<file path="src/rtl/fspr_map.svh">
`ifndef FSPR_MAP_SVH
`define FSPR_MAP_SVH

// ****************************************
// Instruction codes
// ****************************************
`define FSPR_OP_WR_ENABLE 8'h06
`define FSPR_OP_WR_DISABLE 8'h04
`define FSPR_OP_VOL_ENABLE 8'h50
`define FSPR_OP_STAT_WRITE 8'h01
`define FSPR_OP_STAT_READ 8'h05
`define FSPR_OP_PAGE_PROG 8'h02
`define FSPR_OP_QUAD_PROG 8'h32
`define FSPR_OP_SECT_WIPE 8'h20
`define FSPR_OP_BLOCK_WIPE 8'hd8
`define FSPR_OP_CHIP_WIPE 8'hc7
`define FSPR_OP_CHIP_WIPE2 8'h60
`define FSPR_OP_OTP_ENTER 8'h3a

// ****************************************
// Status bit positions, both views
// ****************************************
`define FSPR_BIT_WIP 0
`define FSPR_BIT_WEL 1
`define FSPR_BIT_LOCK 7
`define FSPR_BIT_BOOT 6
`define FSPR_BIT_PDIS 6
`define FSPR_BIT_HRSEL 5
`define FSPR_BIT_GRAN 4
`define FSPR_BIT_TB 3

// ****************************************
// Reset values and frame lengths
// ****************************************
`define FSPR_RST_BP 4'h0
`define FSPR_RST_BIT 1'b0
`define FSPR_BITS_OPC 6'h08
`define FSPR_BITS_DATA 6'h10
`define FSPR_BITS_ADDR 6'h20
`define FSPR_LAST_BLOCK 7'h7f
`define FSPR_LAST_SECTOR 11'h7ff

// ****************************************
// Timing
// ****************************************
`define FSPR_CLK_MHZ 50
`define FSPR_SW_TIME_US 10
`define FSPR_SW_CYCLES (`FSPR_SW_TIME_US * `FSPR_CLK_MHZ)

`endif

</file>
<file path="src/rtl/fspr_pkg.sv">
package fspr_pkg;

	// Busy phases behind write_in_progress
	typedef enum logic [1:0] {
		ST_IDLE = 2'b00,
		ST_SWRITE = 2'b01,
		ST_ARRAY = 2'b10
	} fspr_st_t;

	// Array operation handed to the engine
	typedef enum logic [1:0] {
		OP_PROG = 2'b00,
		OP_SECT = 2'b01,
		OP_BLOCK = 2'b10,
		OP_CHIP = 2'b11
	} fspr_op_t;

	// Whole module state
	typedef struct packed {
		logic sclk_m, sclk_s, sclk_d;
		logic cs_m, cs_s, cs_d;
		logic di_m, di_s;
		logic wp_m, wp_s;
		logic hd_m, hd_s;
		logic [5:0] bit_cnt;
		logic [31:0] shift;
		logic [7:0] opcode;
		logic [7:0] wdata;
		logic [23:0] addr;
		logic [7:0] rd_byte;
		logic so, so_oe;
		fspr_st_t st;
		logic [9:0] sw_cnt;
		logic [7:0] pend;
		logic pend_otp;
		logic write_in_progress, write_enable_latch, vol_arm, otp_mode;
		logic status_lock_bit, boot_lock_enable;
		logic [3:0] bp;
		logic otp_lock, pdis, hrsel, gran4k, tb;
		logic hold, pin_reset;
		logic start;
		fspr_op_t op;
		logic [23:0] a_addr;
		logic a_otp;
	} fspr_state_t;

endpackage

</file>
<file path="src/rtl/fspr_top.sv">
`include "fspr_map.svh"

module fspr_top
	import fspr_pkg::*;
#(
	// Protected 64KB block count per protect code, code 0 in low byte
	parameter logic [127:0] P_BP_LUT = 128'h80_80_80_80_80_80_80_80_40_20_10_08_04_02_01_00
) (
	input wire logic i_sys_clk, // System clock
	input wire logic i_rst_n, // Async reset
	input wire logic i_sclk, // Serial clock pin
	input wire logic i_cs_n, // Chip select pin
	input wire logic i_di, // Serial data in pin
	input wire logic i_wp_n, // Write protect pin
	input wire logic i_hold_n, // Shared hold/reset pin
	input wire logic i_quad_mode, // Quad commands active
	input wire logic i_array_done, // Engine finished pulse
	output logic o_so, // Serial data out
	output logic o_so_oe, // Data out enable
	output logic o_wip, // Write in progress
	output logic o_wel, // Write enable latch
	output logic [3:0] o_bp, // Block protect code
	output logic o_tb, // Top/bottom select
	output logic o_ebl, // Boot lock enable
	output logic o_gran4k, // Boot lock granularity
	output logic o_otp_mode, // OTP view active
	output logic o_otp_lock, // OTP area locked
	output logic o_hold, // Hold in force
	output logic o_pin_reset, // Reset request from pin
	output logic o_array_start, // Start engine pulse
	output logic [1:0] o_array_op, // Engine operation
	output logic [23:0] o_array_addr, // Engine address
	output logic o_array_otp // Target is OTP sector
);

	// ****************************************
	// State register
	// ****************************************
	fspr_state_t s_reg, s_next;

	logic rise, fall, frame_end;
	logic pins_en, hpm, idle, blocked;
	logic bp_hit, boot_hit;
	logic [7:0] view, nblk;
	logic [7:0] blk_sum;
	logic [6:0] blk;
	logic [10:0] sec;
	logic is_prog, is_sect, is_block, is_chip;
	fspr_op_t new_op;

	// ****************************************
	// Protection decode
	// ****************************************
	// Protect pins dead under quad mode or pin disable
	assign pins_en = ~s_reg.pdis & ~i_quad_mode;
	assign hpm = s_reg.status_lock_bit & pins_en & ~s_reg.wp_s;
	assign idle = (s_reg.st == ST_IDLE);
	assign blk = s_reg.addr[22:16];
	assign sec = s_reg.addr[22:12];
	assign nblk = P_BP_LUT[{s_reg.bp, 3'h0} +: 8];
	assign blk_sum = {1'b0, blk} + nblk;

	// Range from the top end or the bottom end
	always_comb begin
		if (s_reg.tb) begin
			bp_hit = ({1'b0, blk} < nblk);
		end else begin
			bp_hit = blk_sum[7];
		end
	end

	// Boot lock covers one end sector or block
	always_comb begin
		if (!s_reg.boot_lock_enable) begin
			boot_hit = 1'b0;
		end else if (s_reg.gran4k && s_reg.opcode != `FSPR_OP_BLOCK_WIPE) begin
			boot_hit = s_reg.tb ? (sec == 11'h000) : (sec == `FSPR_LAST_SECTOR);
		end else if (s_reg.gran4k) begin
			// Block erase still hits the boot sector inside
			boot_hit = s_reg.tb ? (blk == 7'h00) : (blk == `FSPR_LAST_BLOCK);
		end else begin
			boot_hit = s_reg.tb ? (blk == 7'h00) : (blk == `FSPR_LAST_BLOCK);
		end
	end

	// OTP mode targets the OTP sector only
	assign blocked = s_reg.otp_mode ? s_reg.otp_lock : (bp_hit | boot_hit);

	// Read view; bit 2 of OTP view forced low
	always_comb begin
		if (s_reg.otp_mode) begin
			view = {s_reg.otp_lock, s_reg.pdis, s_reg.hrsel, s_reg.gran4k,
				s_reg.tb, 1'b0, s_reg.write_enable_latch, s_reg.write_in_progress};
		end else begin
			view = {s_reg.status_lock_bit, s_reg.boot_lock_enable, s_reg.bp, s_reg.write_enable_latch, s_reg.write_in_progress};
		end
	end

	// ****************************************
	// Command classes
	// ****************************************
	assign is_prog = (s_reg.opcode == `FSPR_OP_PAGE_PROG)
		|| (s_reg.opcode == `FSPR_OP_QUAD_PROG);
	assign is_sect = (s_reg.opcode == `FSPR_OP_SECT_WIPE);
	assign is_block = (s_reg.opcode == `FSPR_OP_BLOCK_WIPE);
	assign is_chip = (s_reg.opcode == `FSPR_OP_CHIP_WIPE)
		|| (s_reg.opcode == `FSPR_OP_CHIP_WIPE2);

	always_comb begin
		if (is_sect) begin
			new_op = OP_SECT;
		end else if (is_block) begin
			new_op = OP_BLOCK;
		end else begin
			new_op = OP_PROG;
		end
	end

	// ****************************************
	// Next state
	// ****************************************
	always_comb begin
		s_next = s_reg;
		s_next.start = 1'b0;
		// Two flops per pin before use
		s_next.sclk_m = i_sclk;
		s_next.sclk_s = s_reg.sclk_m;
		s_next.sclk_d = s_reg.sclk_s;
		s_next.cs_m = i_cs_n;
		s_next.cs_s = s_reg.cs_m;
		s_next.cs_d = s_reg.cs_s;
		s_next.di_m = i_di;
		s_next.di_s = s_reg.di_m;
		s_next.wp_m = i_wp_n;
		s_next.wp_s = s_reg.wp_m;
		s_next.hd_m = i_hold_n;
		s_next.hd_s = s_reg.hd_m;

		// Shared pin: hold or reset, or plain data
		s_next.hold = pins_en & ~s_reg.hrsel & ~s_reg.hd_s;
		s_next.pin_reset = pins_en & s_reg.hrsel & ~s_reg.hd_s;

		// Edges are ignored while hold is in force
		rise = s_reg.sclk_s & ~s_reg.sclk_d & ~s_reg.cs_s & ~s_reg.hold;
		fall = ~s_reg.sclk_s & s_reg.sclk_d & ~s_reg.cs_s & ~s_reg.hold;
		frame_end = s_reg.cs_s & ~s_reg.cs_d;

		// Shift in on rising edge
		if (rise) begin
			s_next.shift = {s_reg.shift[30:0], s_reg.di_s};
			if (s_reg.bit_cnt != 6'h3f) begin
				s_next.bit_cnt = s_reg.bit_cnt + 6'h01;
			end
			if (s_reg.bit_cnt == `FSPR_BITS_OPC - 6'h01) begin
				s_next.opcode = {s_reg.shift[6:0], s_reg.di_s};
			end
			if (s_reg.bit_cnt == `FSPR_BITS_DATA - 6'h01) begin
				s_next.wdata = {s_reg.shift[6:0], s_reg.di_s};
			end
			if (s_reg.bit_cnt == `FSPR_BITS_ADDR - 6'h01) begin
				s_next.addr = {s_reg.shift[22:0], s_reg.di_s};
			end
		end

		// Shift out on falling edge; byte repeats until the bit count saturates at 63
		if (fall && s_reg.opcode == `FSPR_OP_STAT_READ && s_reg.bit_cnt >= `FSPR_BITS_OPC) begin
			s_next.so_oe = 1'b1;
			if (s_reg.bit_cnt[2:0] == 3'h0) begin
				s_next.so = view[7];
				s_next.rd_byte = {view[6:0], 1'b0};
			end else begin
				s_next.so = s_reg.rd_byte[7];
				s_next.rd_byte = {s_reg.rd_byte[6:0], 1'b0};
			end
		end
		if (s_reg.cs_s || s_reg.hold) begin
			s_next.so_oe = 1'b0;
		end

		// Busy phases
		case (s_reg.st)
			ST_SWRITE: begin
				if (s_reg.sw_cnt == 10'h000) begin
					if (s_reg.pend_otp) begin
						s_next.otp_lock = s_reg.otp_lock | s_reg.pend[`FSPR_BIT_LOCK];
						s_next.pdis = s_reg.pend[`FSPR_BIT_PDIS];
						s_next.hrsel = s_reg.pend[`FSPR_BIT_HRSEL];
						s_next.gran4k = s_reg.pend[`FSPR_BIT_GRAN];
						s_next.tb = s_reg.pend[`FSPR_BIT_TB];
					end else begin
						s_next.status_lock_bit = s_reg.pend[7];
						s_next.boot_lock_enable = s_reg.pend[6];
						s_next.bp = s_reg.pend[5:2];
					end
					s_next.write_enable_latch = 1'b0;
					s_next.st = ST_IDLE;
				end else begin
					s_next.sw_cnt = s_reg.sw_cnt - 10'h001;
				end
			end
			ST_ARRAY: begin
				if (i_array_done) begin
					s_next.write_enable_latch = 1'b0;
					s_next.st = ST_IDLE;
				end
			end
			default: begin
				s_next.st = ST_IDLE;
			end
		endcase

		// Execute at chip select release
		if (frame_end) begin
			s_next.bit_cnt = 6'h00;
			s_next.vol_arm = 1'b0;
			if (s_reg.bit_cnt == `FSPR_BITS_OPC) begin
				if (s_reg.opcode == `FSPR_OP_WR_ENABLE && idle) begin
					s_next.write_enable_latch = 1'b1;
				end else if (s_reg.opcode == `FSPR_OP_WR_DISABLE && idle) begin
					s_next.write_enable_latch = 1'b0;
					s_next.otp_mode = 1'b0;
				end else if (s_reg.opcode == `FSPR_OP_VOL_ENABLE) begin
					s_next.vol_arm = 1'b1;
				end else if (s_reg.opcode == `FSPR_OP_OTP_ENTER && idle) begin
					s_next.otp_mode = 1'b1;
				end else if (is_chip && idle && s_reg.write_enable_latch && !s_reg.otp_mode
					&& s_reg.bp == 4'h0 && !s_reg.boot_lock_enable) begin
					s_next.start = 1'b1;
					s_next.op = OP_CHIP;
					s_next.a_addr = 24'h000000;
					s_next.a_otp = 1'b0;
					s_next.st = ST_ARRAY;
				end
			end else if (s_reg.bit_cnt == `FSPR_BITS_DATA
				&& s_reg.opcode == `FSPR_OP_STAT_WRITE && idle && !hpm) begin
				if (s_reg.vol_arm) begin
					// Volatile copy only, latch untouched
					if (s_reg.otp_mode) begin
						s_next.pdis = s_reg.wdata[`FSPR_BIT_PDIS];
						s_next.hrsel = s_reg.wdata[`FSPR_BIT_HRSEL];
						s_next.gran4k = s_reg.wdata[`FSPR_BIT_GRAN];
						s_next.tb = s_reg.wdata[`FSPR_BIT_TB];
					end else begin
						s_next.status_lock_bit = s_reg.wdata[7];
						s_next.boot_lock_enable = s_reg.wdata[6];
						s_next.bp = s_reg.wdata[5:2];
					end
				end else if (s_reg.write_enable_latch) begin
					s_next.pend = s_reg.wdata;
					s_next.pend_otp = s_reg.otp_mode;
					s_next.sw_cnt = 10'(`FSPR_SW_CYCLES - 1);
					s_next.st = ST_SWRITE;
				end
			end else if (s_reg.bit_cnt >= `FSPR_BITS_ADDR && (is_prog || is_sect || is_block)
				&& idle && s_reg.write_enable_latch && !blocked) begin
				s_next.start = 1'b1;
				s_next.op = new_op;
				s_next.a_addr = s_reg.addr;
				s_next.a_otp = s_reg.otp_mode;
				s_next.st = ST_ARRAY;
			end
		end

		// Busy flag follows the phase, both status views share it
		s_next.write_in_progress = (s_next.st != ST_IDLE);
	end

	// ****************************************
	// Registers
	// ****************************************
	// Latch and protect bits start cleared at power-up
	always_ff @(posedge i_sys_clk or negedge i_rst_n) begin
		if (!i_rst_n) begin
			s_reg <= '0;
			s_reg.sclk_m <= 1'b0;
			s_reg.cs_m <= 1'b1;
			s_reg.cs_s <= 1'b1;
			s_reg.cs_d <= 1'b1;
			s_reg.wp_m <= 1'b1;
			s_reg.wp_s <= 1'b1;
			s_reg.hd_m <= 1'b1;
			s_reg.hd_s <= 1'b1;
			s_reg.bp <= `FSPR_RST_BP;
			s_reg.tb <= `FSPR_RST_BIT;
			s_reg.pdis <= `FSPR_RST_BIT;
			s_reg.hrsel <= `FSPR_RST_BIT;
			s_reg.gran4k <= `FSPR_RST_BIT;
			s_reg.st <= ST_IDLE;
			s_reg.op <= OP_PROG;
		end else begin
			s_reg <= s_next;
		end
	end

	// ****************************************
	// Outputs, all straight from flops
	// ****************************************
	assign o_so = s_reg.so;
	assign o_so_oe = s_reg.so_oe;
	assign o_wip = s_reg.write_in_progress;
	assign o_wel = s_reg.write_enable_latch;
	assign o_bp = s_reg.bp;
	assign o_tb = s_reg.tb;
	assign o_ebl = s_reg.boot_lock_enable;
	assign o_gran4k = s_reg.gran4k;
	assign o_otp_mode = s_reg.otp_mode;
	assign o_otp_lock = s_reg.otp_lock;
	assign o_hold = s_reg.hold;
	assign o_pin_reset = s_reg.pin_reset;
	assign o_array_start = s_reg.start;
	assign o_array_op = s_reg.op;
	assign o_array_addr = s_reg.a_addr;
	assign o_array_otp = s_reg.a_otp;

endmodule

</file>
<file path="config.mk">
export PLATFORM = sky130hd
export DESIGN_NAME = fspr_top
export DESIGN_NICKNAME = d
export VERILOG_FILES = /design/src/rtl/fspr_pkg.sv /design/src/rtl/fspr_top.sv
export VERILOG_INCLUDE_DIRS = /design/src /design/src/rtl
export SDC_FILE = /design/constraint.sdc
export NUM_CORES = 1
export LEC_CHECK = 0
export BUFFER_PORTS_ARGS = -buffer_cell sky130_fd_sc_hd__buf_4
export CAP_MARGIN = 20
export CORE_MARGIN = 4
export CORE_UTILIZATION = 30
export DETAILED_ROUTE_END_ITERATION = 16
export GPL_TIMING_DRIVEN = 0
export HOLD_SLACK_MARGIN = 0.15
export PLACE_DENSITY_LB_ADDON = 0.05
export SLEW_MARGIN = 20
export SYNTH_ARGS = -nofsm -noshare
export SYNTH_HDL_FRONTEND = slang
export SYNTH_SLANG_ARGS = --single-unit
</file>
<file path="constraint.sdc">
create_clock -name i_sys_clk -period 8.78 [get_ports i_sys_clk]
set_input_delay 1.317 -clock i_sys_clk [delete_from_list [all_inputs] [get_ports i_sys_clk]]
set_output_delay 1.317 -clock i_sys_clk [all_outputs]
set_load 0.005 [all_outputs]
</file>
==> impl_metrics.yaml, run 1 <==
status:
  outcome: "complete, no violations"
clock_network:
  h-tree-depth: 4
  ctsResizeCount: 0
  cts_root_buf: "clkbuf_16"
  clock_sinks: 152
  cts_tree: "built"
  clkLatencyLatePin_ns: 0.42
  holdBufCountCts: 0
  clockBufferDepth: 2
  cts_made_buffers: 17
  postCtsSetupRepairBufs: 0
  clk_pin_slew_worst_paths_ns: 0.07
drt:
  viasPerCell: 4.773
  drtAntennaViolNets: 0
  detail_route.first_pass.iterations: 6
  drcViolationCount: 0
  drt_iter0_markers: 255
  wl_per_cell_um: 17.26
  vias: 5117
  postRouteWirelength_mm: 18.50
sta:
  slew_headroom: 0.2812
  hold_violations: 0
  tns_ns: 0
  tightest_slew_ns: 1.075
  clock.fmax_mhz: 239.4
  setup_viol: 0
  final.min_clock_period_ns: 4.177
  finClkSkew_ns: 0.01245
  rsz0062_at_grt: "false"
  finalMaxSlewViolations: 0
  finalCritPeriodShare: 0.4758
synthesis:
  synth_fa_ha_area_frac: 0.03277
  ys_types: 63
  ys_async_sr_fraction: 1.000
  synthXorXnorAreaFrac: 0.01087
  synthSimpleGateAreaFrac: 0.1728
  synth_compound_area_frac: 0.07434
  synth_top_family_by_area: "simple AND/OR/NAND/NOR gates"
  syn-num-nets: 697
  yosys_warnings: 0
  yosysSeqAreaShare: 0.5255
  synthCells: 669
  synth.area.mux_share: 0.1271
  ys_ff_latch: 152
  netlist_area_um2: 7254
  synth_edf_count: 0
  synth.avg_cell_area_um2: 10.84
  synthFlopType: "dfrtp_1"
cells_and_area:
  utilization: 0.3686
  n_antenna_cell: 0
  drive_above_1_share: 0.2908
  fillers: 2384
  multi_input_area_um2: 3048
  regArea_um2: 3812
  layout_commonest_cell: "dfrtp_1"
  largest_reg_flops: 95
  area_growth_pct: 19.97
  layout_common_cells: "dfrtp_1, nand2_1, buf_4"
  nets: 768
  fin_cells: 1072
die:
  die_h_um: 163.5
  initial_core_util: 0.3072
  placeableCoreArea_um2: 23610
  die_area_um2: 26730
  ios: 52
  chipWidth_um: 163.5
  num_rows: 56
place:
  hpwl_mm: 13.41
  numPortBuffers: 51
  gp_congestion: 0.8021
  placedCellCount: 1040
critical_path:
  required_ns: 9.07
  cp.arrival_ns: 4.46
  r2r_cells: 12
  critPathLaunchType: "register"
  r2r-start: "o_bp[3]$_DFF_PN0_"
  criticalPathCategory: "register to register"
  reg2reg_to: "o_array_addr[11]$_DFFE_PN0P_"
  r2r_setup_slack_ns: 4.60
  worstPathMaxFanout: 10
  cp-end-kind: "register"
grt:
  grt_max_degree: 88
  first_global_vias: 5398
  grt_overflow: 0
  grt_use_total: 0.1476
  antenna_found_initial: 0
  grt_pass1_wl_mm: 30.42
min_path:
  hold_depth: 0
  min_to: "s_next[163]$_DFF_PN0_"
  hp-start: "s_next[164]$_DFF_PN0_"
  hold_class: "register to register"
pwr:
  fin_total_pwr_w: 0.001582
  p_leak_nw: 4.014
  cellPowerDensity_nw_per_um2: 181.7
  vdd_drop_max_v: 0.0001264
job:
  cap_violations: 0
critical path, cell delays in order (launching register included):
cell      delay, ns
dfrtp_1        0.41
clkbuf_1       0.25
nor2b_1        0.30
nand3_1        0.14
ha_1           0.34
or4_1          0.57
nand2_1        0.08
or3_1          0.10
a21oi_1        0.13
o41a_1         0.55
nor2_1         0.61
clkbuf_1       0.40
o21ai_0        0.16
worst max-delay path by stage:
stage / startpoint / end
after floorplan: o_bp[3]$_DFF_PN0_ / o_array_addr[10]$_DFFE_PN0P_
after global placement: o_bp[3]$_DFF_PN0_ / o_array_addr[14]$_DFFE_PN0P_
after CTS: o_bp[3]$_DFF_PN0_ / o_array_addr[11]$_DFFE_PN0P_
after detailed placement: o_bp[3]$_DFF_PN0_ / o_array_addr[11]$_DFFE_PN0P_
final: o_bp[3]$_DFF_PN0_ / o_array_addr[11]$_DFFE_PN0P_
after global routing: o_bp[3]$_DFF_PN0_ / o_array_addr[22]$_DFFE_PN0P_
metrics by stage:
step	worst slack [ns]	area (um^2)	hold slack, ns
floorplan	5.613	7254	0.3312
global placement	4.518	8036	0.3350
detailed placement	4.564	8088	0.3393
CTS	4.562	8703	0.3542
global route	4.225	8703	0.3598
finish	4.603	8703	0.3514
cell type report:
type | instances | area share
repair buffers | 52 | 0.04802
clock buffers | 17 | 0.04888
inverters | 19 | 0.008194
clock inverters | 15 | 0.02185
well taps | 319 | 0.04586
multi-input cells | 443 | 0.3502
flip-flops and latches | 152 | 0.4380
plain buffers | 55 | 0.03896
cell families after synthesis:
kind of cell	after synthesis
muxes	83
and+or+nand+nor	245
buffers and inverters	74
xor gates and xnor gates	9
AOI/OAI and AO/OA	87
DFF	152
adders and majority gates	19
metal layers:
metal  wire [um]  global-route usage  up-vias
li1            -                   -     2469
met1        8931              0.2020     2569
met2        8812              0.2381       66
met3         493             0.03331       13
met4         263             0.03698        0
met5           0                   0        -
cell usage after synthesis, drive strengths merged, types with 5 or more instances:
library cell | number | area (um^2)
o21ai | 39 | 195.2
or4b | 6 | 63.81
nor4 | 9 | 56.30
nand2b | 7 | 43.79
dfstp | 7 | 183.9
mux2i | 10 | 100.1
inv | 18 | 67.56
mux2 | 73 | 822.0
clkbuf | 18 | 67.56
or3 | 10 | 62.56
a21oi | 22 | 125.1
buf | 37 | 271.5
nor2b | 6 | 37.54
nor3 | 17 | 96.35
xnor2 | 5 | 43.79
nand2 | 85 | 319.1
ha | 19 | 237.7
dfrtp | 145 | 3628
and3 | 5 | 31.28
nand3 | 40 | 200.2
nor2 | 36 | 145.1
power breakdown:
| part | total, W | leakage (nW) | internal, W | switching [W] |
|---|---|---|---|---|
| logic | 0.0000559 | 1.71 | 0.0000231 | 0.0000328 |
| clock network | 0.000773 | 0.303 | 0.000455 | 0.000318 |
| registers | 0.000752 | 2.00 | 0.000723 | 0.0000290 |
| total | 0.00158 | 4.01 | 0.00120 | 0.000380 |
Power figures use the tool's default switching activity.
==> inputs of run 2 (changes only) <==
--- a/config.mk
+++ b/config.mk
@@ -6,6 +6,7 @@
 export SDC_FILE = /design/constraint.sdc
 export NUM_CORES = 1
 export LEC_CHECK = 0
+export ABC_AREA = 1
 export BUFFER_PORTS_ARGS = -buffer_cell sky130_fd_sc_hd__buf_4
 export CAP_MARGIN = 20
 export CORE_MARGIN = 4
==> constraint.sdc (replaced) <==
create_clock -name i_sys_clk -period 3.62 [get_ports i_sys_clk]
set_input_delay 0.543 -clock i_sys_clk [delete_from_list [all_inputs] [get_ports i_sys_clk]]
set_output_delay 0.543 -clock i_sys_clk [all_outputs]
set_load 0.005 [all_outputs]
==> impl_metrics.yaml, run 2 <==
synthesis:
  synth_compound_area_frac: 0.1113
  yosys_warnings: 0
  synth_edf_count: 0
  yosysMostFrequentCell: "nand2_1"
  synthFlopType: "dfrtp_1"
  ys_ff_latch: 152
  ys_types: 39
  synthSimpleGateAreaFrac: 0.2179
  ys_async_sr_fraction: 1.000
  synth_fa_ha_area_frac: 0.03310
  yosysTopAreaCellShare: 0.5052
  syn-num-nets: 871
  synthCells: 843
  synth_area_leaders: "dfrtp_1, nand2_1, o21ai_0, inv_1, ha_1"
  netlist.top_cell.by_area: "dfrtp_1"
  synth_common_cells: "nand2_1, dfrtp_1, inv_1"
  synthXorXnorAreaFrac: 0.001220
  netlist_area_um2: 7182
  synth.avg_cell_area_um2: 8.519
  yosysSeqAreaShare: 0.5308
  synth_top_family_by_area: "simple AND/OR/NAND/NOR gates"
  synth.area.mux_share: 0.002787
sta:
  rsz0062_at_grt: "false"
  finalMaxSlewViolations: 0
  finalCritPeriodShare: 0.8340
  slew_headroom: 0.5418
  setup_viol: 0
  tightest_slew_ns: 0.6873
  tns_ns: 0
  hold_violations: 0
  final.min_clock_period_ns: 3.019
  finClkSkew_ns: 0.01045
  clock.fmax_mhz: 331.2
  fin_ws_ns: 0.6008
die:
  ios: 52
  die_area_um2: 26480
  chipWidth_um: 162.7
  die_h_um: 162.7
  initial_core_util: 0.3051
  num_rows: 56
  placeableCoreArea_um2: 23540
grt:
  grt_max_degree: 86
  grt_overflow: 0
  grt_pass1_wl_mm: 30.39
  first_global_vias: 5547
  antenna_found_initial: 0
  grt_use_total: 0.1466
drt:
  vias: 5542
  drcViolationCount: 0
  drt_iter0_markers: 383
  wl_per_cell_um: 14.87
  detail_route.first_pass.iterations: 5
  drtAntennaViolNets: 0
  postRouteWirelength_mm: 18.52
  viasPerCell: 4.451
critical_path:
  r2r-start: "o_bp[2]$_DFF_PN0_"
  required_ns: 3.93
  criticalPathCategory: "register to register"
  r2r_cells: 20
  cp-end-kind: "register"
  worstPathMaxFanout: 10
  cp.arrival_ns: 3.33
  r2r_setup_slack_ns: 0.60
  worstSetupStartpoint: "o_bp[2]$_DFF_PN0_"
  reg2reg_to: "o_array_addr[19]$_DFFE_PN0P_"
  critPathLaunchType: "register"
  worstSetupEndpoint: "o_array_addr[19]$_DFFE_PN0P_"
place:
  post_dp_cell_area_um2: 7999
  gp_congestion: 0.7504
  hpwl_mm: 13.50
  post-place-ws_ns: 0.5465
  numPortBuffers: 51
cells_and_area:
  drive_above_1_share: 0.1598
  final_area_um2: 8569
  nets: 942
  n_antenna_cell: 0
  layout_common_cells: "nand2_1, dfrtp_1, inv_1"
  fillers: 2489
  layout_commonest_cell: "nand2_1"
  area_growth_pct: 19.32
  largest_reg_flops: 95
status:
  outcome: "complete, no violations"
pwr:
  p_leak_nw: 4.208
  vdd_drop_max_v: 0.0002272
  cellPowerDensity_nw_per_um2: 425.6
clock_network:
  cts_tree: "built"
  ctsResizeCount: 0
  clk_pin_slew_worst_paths_ns: 0.06
  h-tree-depth: 4
  clkLatencyLatePin_ns: 0.42
  holdBufCountCts: 0
  cts_made_buffers: 17
  clockBufferDepth: 2
  postCtsSetupRepairBufs: 0
  cts_root_buf: "clkbuf_16"
  clock_sinks: 152
min_path:
  hold_class: "primary input to asynchronous set/reset pin"
job:
  cap_violations: 0
## run 2: cell types whose count changed in the layout (fill, tap and decap cells not counted), sizes merged, moves of 14 or more
cell and change:
mux2 -73, o21ai +57, nand2 +144, inv +82, nor2 +28, nand4 +14
## run 2: critical path, cell delays in order (launching register included)
cell	delay, ns
dfrtp_1	0.37
inv_1	0.10
nor2_1	0.13
inv_1	0.08
nor2_1	0.14
inv_1	0.06
ha_1	0.31
or2_2	0.32
nor3_2	0.13
nand2_1	0.10
nand2_1	0.06
nand2_1	0.05
nand3_1	0.07
nand3_1	0.12
nand2_1	0.11
nand2_2	0.13
nand2_2	0.11
nand2_2	0.19
buf_6	0.22
nand2_1	0.06
nand2_1	0.04
## run 2: kinds of logic after synthesis
| group | after synthesis |
|---|---|
| compound gates | 144 |
| xor+xnor | 1 |
| fa+ha+maj | 19 |
| buf+inv | 156 |
| flops | 152 |
| mux | 2 |
| simple gates | 369 |
## run 2: layout make-up
class                           count  area, um^2  area share
Multi-Input combinational cell    535        2631      0.3071
Buffer                             52       347.8     0.04059
Timing Repair Buffer               52       417.9     0.04877
Sequential cell                   152        3812      0.4449
Clock inverter                     11       123.9     0.01445
Clock buffer                       20       446.7     0.05212
Inverter                          104       390.4     0.04555
Tap cell                          319       399.1     0.04658
## run 2: per-layer routing
layer  global-route usage  routed length (um)
met4              0.03202                 168
met2               0.2306                8537
met1               0.2102                9263
met3              0.02987                 546
met5                    0                   0
## run 2: worst min-delay path by stage
stage | cells past startpoint | slack (ns) | startpoint | endpoint
final | 1 | 0.11 | i_rst_n | o_array_addr[17]$_DFFE_PN0P_
after global routing | 1 | 0.16 | i_rst_n | o_array_addr[17]$_DFFE_PN0P_
after CTS | 1 | 0.15 | i_rst_n | o_array_addr[17]$_DFFE_PN0P_
after detailed placement | 0 | 0.34 | s_next[164]$_DFF_PN0_ | s_next[163]$_DFF_PN0_
after global placement | 0 | 0.33 | s_next[158]$_DFF_PN0_ | s_reg[158]$_DFF_PN0_
after floorplan | 0 | 0.25 | i_rst_n | blk[0]$_DFFE_PN0P_
## run 2: per-stage QoR
step,total power (W),util,hold slack [ns],std cells
finish,0.003647,0.3640,0.1118,1245
global route,0.003805,0.3640,0.1558,1245
CTS,0.003717,0.3640,0.1542,1245
detailed placement,0.001930,0.3398,0.3370,1214
global placement,0.001925,0.3383,0.3315,1213
floorplan,0.001839,-,0.2474,843
## run 2: power breakdown
| group | leakage [nW] | total [W] | switching (W) | internal (W) |
|---|---|---|---|---|
| clock network | 0.273 | 0.00175 | 0.000722 | 0.00103 |
| logic | 1.92 | 0.000143 | 0.000113 | 0.0000309 |
| registers | 2.01 | 0.00175 | 0.0000158 | 0.00173 |
